**config.mk**
```make
export PLATFORM = sky130hd
export DESIGN_NAME = ptb_timebase
export DESIGN_NICKNAME = d
export VERILOG_FILES = /design/src/design/ptb_pkg.sv /design/src/design/ptb_divider.sv /design/src/design/ptb_sync.sv /design/src/design/ptb_timebase.sv
export SDC_FILE = /design/constraint.sdc
export NUM_CORES = 1
export LEC_CHECK = 0
export ABC_AREA = 1
export BUFFER_PORTS_ARGS = -buffer_cell sky130_fd_sc_hd__buf_2
export CORE_ASPECT_RATIO = 1.4
export CORE_MARGIN = 1
export CORE_UTILIZATION = 28
export DETAILED_ROUTE_END_ITERATION = 6
export PLACE_DENSITY_LB_ADDON = 0.05
export SLEW_MARGIN = 15
export SYNTH_ARGS = -nofsm -noshare
export SYNTH_HDL_FRONTEND = slang
export SYNTH_HIERARCHICAL = 1
export SYNTH_SLANG_ARGS = --single-unit
```
**constraint.sdc**
```tcl
create_clock -name i_clk_sys -period 2.69 [get_ports i_clk_sys]
set_input_delay 0.269 -clock i_clk_sys [delete_from_list [all_inputs] [get_ports i_clk_sys]]
set_output_delay 0.269 -clock i_clk_sys [all_outputs]
set_load 0.01 [all_outputs]
```
**src/design/ptb_pkg.sv**
```systemverilog
// Shared constants and types for the periodic timebase block
package ptb_pkg;

  // ------------------------------------------------------------
  // Widths
  // ------------------------------------------------------------
  localparam int unsigned PTB_CNT_W = 18;
  localparam int unsigned PTB_RATE_W = 3;
  localparam int unsigned PTB_NRATES = 8;
  localparam int unsigned PTB_ADDR_W = 8;
  localparam int unsigned PTB_DATA_W = 32;
  localparam int unsigned PTB_EVT_W = 2;

  // ------------------------------------------------------------
  // Reference clock divisor per rate select code
  // ------------------------------------------------------------
  localparam int unsigned PTB_DIVISOR [PTB_NRATES] = '{
    262144, 131072, 65536, 32768, 64, 32, 16, 8
  };

  // ------------------------------------------------------------
  // Register byte offsets
  // ------------------------------------------------------------
  localparam logic [PTB_ADDR_W-1:0] PTB_OFF_CTRL = 8'h00;
  localparam logic [PTB_ADDR_W-1:0] PTB_OFF_EVT_STAT = 8'h04;
  localparam logic [PTB_ADDR_W-1:0] PTB_OFF_EVT_MASK = 8'h08;

  // ------------------------------------------------------------
  // Control register field positions
  // ------------------------------------------------------------
  localparam int unsigned PTB_BIT_FLAG = 7;
  localparam int unsigned PTB_RATE_LSB = 4;
  localparam int unsigned PTB_BIT_ACK = 3;
  localparam int unsigned PTB_BIT_IE = 2;
  localparam int unsigned PTB_BIT_RUN = 1;

  // Event status bit positions
  localparam int unsigned PTB_EVT_ROLL = 0;
  localparam int unsigned PTB_EVT_REFUSE = 1;

  // ------------------------------------------------------------
  // Types and reset values
  // ------------------------------------------------------------
  typedef struct packed {
    logic irq_en;
    logic [PTB_RATE_W-1:0] rate;
    logic run;
  } ptb_ctrl_t;

  localparam ptb_ctrl_t PTB_CTRL_RST = '{irq_en: 1'h0, rate: 3'h0, run: 1'h0};
  localparam logic [PTB_EVT_W-1:0] PTB_EVT_RST = 2'h0;
  localparam logic [PTB_DATA_W-1:0] PTB_RD_ZERO = 32'h0000_0000;

endpackage : ptb_pkg

```
**src/design/ptb_divider.sv**
```systemverilog
// Eighteen-stage divider chain with selectable rollover taps
`timescale 1ns/1ps
module ptb_divider
(
  input wire logic i_clk_sys,
  input wire logic i_rst_b,
  input wire logic i_clear,
  input wire logic i_tick,
  input wire logic [ptb_pkg::PTB_RATE_W-1:0] i_rate,
  output logic o_rollover,
  output logic [ptb_pkg::PTB_CNT_W-1:0] o_count
);
  import ptb_pkg::*;

  logic [PTB_CNT_W-1:0] inc;
  logic [PTB_NRATES-1:0] hit;

  // Counter value after one more reference edge
  assign inc = o_count + {{(PTB_CNT_W-1){1'b0}}, 1'b1};

  // Tap bit rising marks a rollover: first at half period
  generate
    for (genvar g = 0; g < PTB_NRATES; g++)
    begin : g_tap
      localparam int TAP = $clog2(PTB_DIVISOR[g]) - 1;
      assign hit[g] = i_tick & ~o_count[TAP] & inc[TAP];
    end
  endgenerate

  assign o_rollover = hit[i_rate];

  // Counter held at zero while cleared
  always_ff @(posedge i_clk_sys)
  begin
    if (!i_rst_b || i_clear)
      o_count <= '0;
    else if (i_tick)
      o_count <= inc;
  end
endmodule : ptb_divider

```
**src/design/ptb_sync.sv**
```systemverilog
// Two-stage synchroniser for the oscillator reference clock pin
`timescale 1ns/1ps
module ptb_sync
(
  input wire logic i_clk_sys,
  input wire logic i_rst_b,
  input wire logic i_async,
  output logic o_level
);
  import ptb_pkg::*;

  logic meta;

  // First stage feeds only the second
  always_ff @(posedge i_clk_sys)
  begin
    if (!i_rst_b)
    begin
      meta <= 1'b0;
      o_level <= 1'b0;
    end
    else
    begin
      meta <= i_async;
      o_level <= meta;
    end
  end

endmodule : ptb_sync

```
**src/design/ptb_timebase.sv**
```systemverilog
// Periodic timebase with APB control register and interrupt
// ------------------------------------------------------------
// What this block does
// - Disabled counter held zero, enabled counts edges
// - Eighteen stages, eight selectable taps
// - Tap overflow sets periodic flag
// - Flag with irq enable raises interrupt
// - First event half period, then exact
// - Rate codes map to documented divisors
// - Flag read-only, set only by rollover
// - Acknowledge write-one clears flag, reads zero
// - Reset clears run and irq enables
// - Wait: counting continues, register inaccessible
// - Stop: runs only if oscillator kept
// - Stop: register inaccessible to CPU
// ------------------------------------------------------------
`timescale 1ns/1ps
module ptb_timebase
(
  input wire logic i_clk_sys,
  input wire logic i_rst_b,
  input wire logic i_psel,
  input wire logic i_penable,
  input wire logic i_pwrite,
  input wire logic [ptb_pkg::PTB_ADDR_W-1:0] i_paddr,
  input wire logic [ptb_pkg::PTB_DATA_W-1:0] i_pwdata,
  output logic [ptb_pkg::PTB_DATA_W-1:0] o_prdata,
  output logic o_pready,
  output logic o_pslverr,
  input wire logic i_osc_reference_clock,
  input wire logic i_wait_mode,
  input wire logic i_stop_mode,
  input wire logic i_stop_osc_enable,
  output logic o_irq
);
  import ptb_pkg::*;

  // ------------------------------------------------------------
  // State
  // ------------------------------------------------------------
  ptb_ctrl_t ctrl;
  logic periodic_flag;
  logic [PTB_EVT_W-1:0] evt_stat;
  logic [PTB_EVT_W-1:0] evt_mask;
  logic osc_level;
  logic osc_prev;

  // ------------------------------------------------------------
  // Combinational nets
  // ------------------------------------------------------------
  logic osc_tick;
  logic active;
  logic rollover;
  logic [PTB_CNT_W-1:0] count;
  logic cpu_blocked;
  logic setup_ph;
  logic access_ph;
  logic sel_ctrl;
  logic sel_stat;
  logic sel_mask;
  logic mapped;
  logic refused;
  logic wr_ok;
  logic wr_ctrl;
  logic wr_stat;
  logic wr_mask;
  logic ack_write;
  logic [PTB_DATA_W-1:0] ctrl_rd;
  logic [PTB_DATA_W-1:0] rd_mux;
  logic [PTB_EVT_W-1:0] evt_new;
  logic [PTB_EVT_W-1:0] next_evt_stat;
  ptb_ctrl_t next_ctrl;
  logic next_flag;

  // ------------------------------------------------------------
  // Reference clock capture
  // ------------------------------------------------------------
  ptb_sync u_osc_sync
  (
    .i_clk_sys(i_clk_sys),
    .i_rst_b(i_rst_b),
    .i_async(i_osc_reference_clock),
    .o_level(osc_level)
  );

  // Previous synchronised level for edge detection
  always_ff @(posedge i_clk_sys)
  begin
    if (!i_rst_b)
      osc_prev <= 1'b0;
    else
      osc_prev <= osc_level;
  end

  // Count only while enabled and oscillator alive in stop
  assign osc_tick = osc_level & ~osc_prev;
  assign active = ctrl.run & ~(i_stop_mode & ~i_stop_osc_enable);

  // ------------------------------------------------------------
  // Divider chain
  // ------------------------------------------------------------
  ptb_divider u_div
  (
    .i_clk_sys(i_clk_sys),
    .i_rst_b(i_rst_b),
    .i_clear(~ctrl.run),
    .i_tick(osc_tick & active),
    .i_rate(ctrl.rate),
    .o_rollover(rollover),
    .o_count(count)
  );

  // ------------------------------------------------------------
  // APB decode
  // ------------------------------------------------------------
  assign cpu_blocked = i_wait_mode | i_stop_mode;
  assign setup_ph = i_psel & ~i_penable;
  assign access_ph = i_psel & i_penable;
  assign sel_ctrl = (i_paddr == PTB_OFF_CTRL);
  assign sel_stat = (i_paddr == PTB_OFF_EVT_STAT);
  assign sel_mask = (i_paddr == PTB_OFF_EVT_MASK);
  assign mapped = sel_ctrl | sel_stat | sel_mask;
  assign refused = ~mapped | cpu_blocked;
  assign wr_ok = access_ph & i_pwrite & ~refused;
  assign wr_ctrl = wr_ok & sel_ctrl;
  assign wr_stat = wr_ok & sel_stat;
  assign wr_mask = wr_ok & sel_mask;
  assign ack_write = wr_ctrl & i_pwdata[PTB_BIT_ACK];

  // Zero wait states; refused accesses flag an error
  assign o_pready = 1'b1;
  assign o_pslverr = access_ph & refused;

  // ------------------------------------------------------------
  // Read data
  // ------------------------------------------------------------
  // Control image; acknowledge bit always reads zero
  always_comb
  begin
    ctrl_rd = PTB_RD_ZERO;
    ctrl_rd[PTB_BIT_FLAG] = periodic_flag;
    ctrl_rd[PTB_RATE_LSB +: PTB_RATE_W] = ctrl.rate;
    ctrl_rd[PTB_BIT_IE] = ctrl.irq_en;
    ctrl_rd[PTB_BIT_RUN] = ctrl.run;
  end

  assign rd_mux = refused ? PTB_RD_ZERO :
                  sel_ctrl ? ctrl_rd :
                  sel_stat ? {{(PTB_DATA_W-PTB_EVT_W){1'b0}}, evt_stat} :
                  {{(PTB_DATA_W-PTB_EVT_W){1'b0}}, evt_mask};

  // Read data captured in the setup cycle
  always_ff @(posedge i_clk_sys)
  begin
    if (!i_rst_b)
      o_prdata <= PTB_RD_ZERO;
    else if (setup_ph)
      o_prdata <= rd_mux;
  end

  // ------------------------------------------------------------
  // Control register
  // ------------------------------------------------------------
  // Flag is not writable; only enables and rate store
  always_comb
  begin
    next_ctrl = ctrl;
    if (wr_ctrl)
    begin
      next_ctrl.irq_en = i_pwdata[PTB_BIT_IE];
      next_ctrl.rate = i_pwdata[PTB_RATE_LSB +: PTB_RATE_W];
      next_ctrl.run = i_pwdata[PTB_BIT_RUN];
    end
  end

  always_ff @(posedge i_clk_sys)
  begin
    if (!i_rst_b)
      ctrl <= PTB_CTRL_RST;
    else
      ctrl <= next_ctrl;
  end

  // ------------------------------------------------------------
  // Periodic flag
  // ------------------------------------------------------------
  // Rollover set wins over acknowledge clear
  assign next_flag = rollover | (periodic_flag & ~ack_write);

  always_ff @(posedge i_clk_sys)
  begin
    if (!i_rst_b)
      periodic_flag <= 1'b0;
    else
      periodic_flag <= next_flag;
  end

  // ------------------------------------------------------------
  // Event status and mask
  // ------------------------------------------------------------
  // Sticky events, write one to clear, new event wins
  always_comb
  begin
    evt_new = PTB_EVT_RST;
    evt_new[PTB_EVT_ROLL] = rollover;
    evt_new[PTB_EVT_REFUSE] = access_ph & refused;
    next_evt_stat = evt_stat;
    if (wr_stat)
      next_evt_stat = evt_stat & ~i_pwdata[PTB_EVT_W-1:0];
    next_evt_stat = next_evt_stat | evt_new;
  end

  always_ff @(posedge i_clk_sys)
  begin
    if (!i_rst_b)
    begin
      evt_stat <= PTB_EVT_RST;
      evt_mask <= PTB_EVT_RST;
    end
    else
    begin
      evt_stat <= next_evt_stat;
      if (wr_mask)
        evt_mask <= i_pwdata[PTB_EVT_W-1:0];
    end
  end

  // Flag path plus masked sticky events
  assign o_irq = (periodic_flag & ctrl.irq_en) | (|(evt_stat & evt_mask));
endmodule : ptb_timebase

```
==> results.md <==
* Site Rows at 38
* Critical path arrival at 1.80 ns
* Crit path capture type: register
* Post-CTS Setup Inserts at 0
* Vias in the first global route at about 1800
* Min-Delay Endpoint: u_osc_sync/meta
* # resized after CTS at 0
* FFs w/ async S/R, synth at 0%
* Flip-flop and latch area at around 760 sq um
* Post-route minimum period at 1.61 ns
* Drc violations at 0
* Post-route cell area at 2500 sq um
* Die Y at 108 microns
* Initial antenna violation count at 0
* IO Pins at 84
* Post-cts hold buffer count at 0
* R2r startpoint: ctrl[0]
* Vias at roughly 1900
* Setup violations, final at 0
* Yosys warns at 6
* CTS clk-pin slew, worst paths at approximately 0.08 ns
* Largest stage delay, worst path at around 0.31 ns
* Share of post-route cells with drive strength above 1 at 21.0%
* Crit path cell chain: inv_1 -> nor3_1 -> inv_2 -> nor2_4 -> nand2_4 -> nor2_4 -> nand2_1 -> o21ai_1 -> a21oi_1
* RSZ-0062 raised after global routing: false
* Root Driver: clkbuf_8
* Max Clock Freq at 0.623 GHz
* Leak pwr at 1.05 nW
* Highest ir drop seen on vdd at around 0.00021 V
* PD cells at 456 nW/um^2
* Total Routing Usage GR at between 10% and 20%
* DR WL/cell at around 11 microns
* Worst setup SP type: register
* Final hold vios at 0
* Post-synth EDFFs at 0
* Synth Instances at around 310
* Total gr overflow at 0
* Reg2reg setup slack at between 1 and 1.5 ns
* CP max stage cell: dfxtp_1
* Post-synth cell types at 37
* Initial detailed-routing violation count at 48
* CTS Sinks at 38
* Hold path startpoint: i_osc_reference_clock
* Worst skew pair latency at approximately 0.30 ns
* CTS tree: yes
* Vias/cell at approximately 4.2
* Req. time, crit path at 2.88 ns
* Most common cell after layout, fill and taps aside: nand2_1
* Layout area overhead at 12.4%
* Pins Over Slew Limit at 0
* First-pass GRT wire length at approximately 8500 microns
* Die area at around 8300 sq um
* Number of max-cap violations at 0
* Max Fanout on Critical Path at 6
* Placed Area at between 2000 and 2500 sq um
* Run status: finished, final reports clean
* Worst rel slew slack at 52.4%
* Worst hold path depth at 3
* Crit path top cell by count: nor2_4
* Final ANT Viol Nets at 0
* Area of the multi-input gates at between 1000 and 1500 sq um
* Setup TNS at 0 ns
* Max Clock Skew at roughly 0.014 ns
* Commonest cells after routing, fill and taps aside: 63 x nand2_1, 38 x dfxtp_1, 32 x inv_1, 32 x buf_2, 30 x nor2_1
* Sequential-to-total area share from yosys stat at 34.2%
* Util after Layout at 32.3%
* GPL Wtd Cong at 0.744
* Filler cells at 865
* Initial Utilization at 28.7%
* Synth Flop Type: dfxtp_1
* Slew @ Worst Pin at 0.711 ns
* Flop and latch count out of synthesis at 38
* Worst hold margin at about 0.16 ns
* Final WL at 5020 microns
* Largest net degree at the start of global routing at 18
* Core area at around 7700 sq um
* Tcrit/Tclk final at approximately three fifths
* Clock Tree Buf Depth at 2
* CTS H-tree depth at 2
* Avg Cell Area, Syn at 7.12 sq um
* Reg2Reg Depth at 9
* Post-DP HPWL at slightly below 4000 microns
* Crit Path Class: reg -> reg
* DIE WIDTH at 77.4 microns
* R2R Path End: u_div/o_count[14]
* Ant diodes at 0
* DRT Pass-1 Iters at 4
* Layout Nets at ~400
* Hold Crit Class: in -> reg
* Num CTS Buffers at 5
* Port Buffer Count at 32
* Overall Power at around 0.0011 W
* Mapped cell area at approximately 2200 sq um
## cell usage after synthesis (2+ instances only)
cell       n  share of area [%]
nor2_2     3               0.84
nand4_1   15                4.2
a21oi_1   29                6.5
nand3_1   13                2.9
nand2_2    5                1.4
nand3b_1   2               0.67
nor3_1     5                1.1
nand2_1   63                 11
inv_1     32                5.4
nor2_4     7                3.5
o21ai_1    2               0.45
dfxtp_1   38                 34
inv_2      6                1.0
o21ai_0   11                2.5
xor2_1     2               0.79
buf_4     27                9.1
nor2_1    30                5.1
conb_1     2               0.34
nand3_2    3                1.3
## sequential cells by signal (all words and copies together), names as in the netlist
register            flops
u_div/o_count          18
o_prdata                7
ctrl                    5
evt_mask                2
evt_stat                2
osc_prev                1
periodic_flag           1
u_osc_sync/meta         1
u_osc_sync/o_level      1
## cell type report
class                           instances  share of cell area, %
Clock buffer                            5                   2.75
Clock inverter                          3                   1.80
Inverter                               39                   5.90
Multi-Input combinational cell        229                   47.2
Sequential cell                        38                   30.4
Tap cell                              100                   5.00
Timing Repair Buffer                   34                   7.00
## worst max-delay path by stage
stage / from / slack (ns) / cells past startpoint / to
global route: ctrl[0] / 0.86 / 9 / u_div/o_count[16]
detailed placement: i_stop_mode / 1.01 / 11 / u_div/o_count[14]
finish: ctrl[0] / 1.08 / 9 / u_div/o_count[14]
global placement: i_stop_mode / 0.98 / 11 / u_div/o_count[14]
CTS: u_div/o_count[0] / 1.06 / 11 / periodic_flag
floorplan: ctrl[0] / 0.97 / 9 / u_div/o_count[16]
## kinds of logic after synthesis
logic type	Yosys count	share of synthesized area, %
flops	38	34.2
buf+inv	70	16.9
compound gates	47	11.9
other cells	2	0.337
simple gates	152	35.0
xor+xnor	3	1.18
fa+ha+maj	1	0.562
## layer usage
layer | part of all wire [%] | GRT usage [%] | up-vias | routed length [microns]
met5 | 0 | 0 | - | 0
met4 | 0.40 | 4.04 | 0 | 20
met3 | 2.6 | 2.46 | 2 | 131
met2 | 54 | 24.5 | 31 | 2690
met1 | 43 | 14.5 | 846 | 2170
li1 | - | - | 1024 | -
## per-stage QoR
stage | cells | setup slack (ns)
2_1_floorplan | 337 | 0.967
3_3_place_gp | 440 | 0.981
3_5_place_dp | 440 | 1.01
4_1_cts | 448 | 1.06
5_1_grt | 448 | 0.860
6_report | 448 | 1.08
## report_power, final
part	total [W]	internal, W	switching (W)	leakage, nW
Combinational	0.0000678	0.0000204	0.0000474	0.691
Clock	0.000505	0.000276	0.000229	0.0504
Sequential	0.000568	0.000566	0.00000194	0.307
Total	0.00114	0.000863	0.000278	1.05
## critical path, delay by kind of cell, from the launching register on
family | cells | cell delay (ns)
and+or+nand+nor | 5 | 0.79
buffers and inverters | 2 | 0.23
AOI/OAI and AO/OA | 2 | 0.17
DFF | 1 | 0.31
No activity file was read; power rests on OpenSTA's default activity.
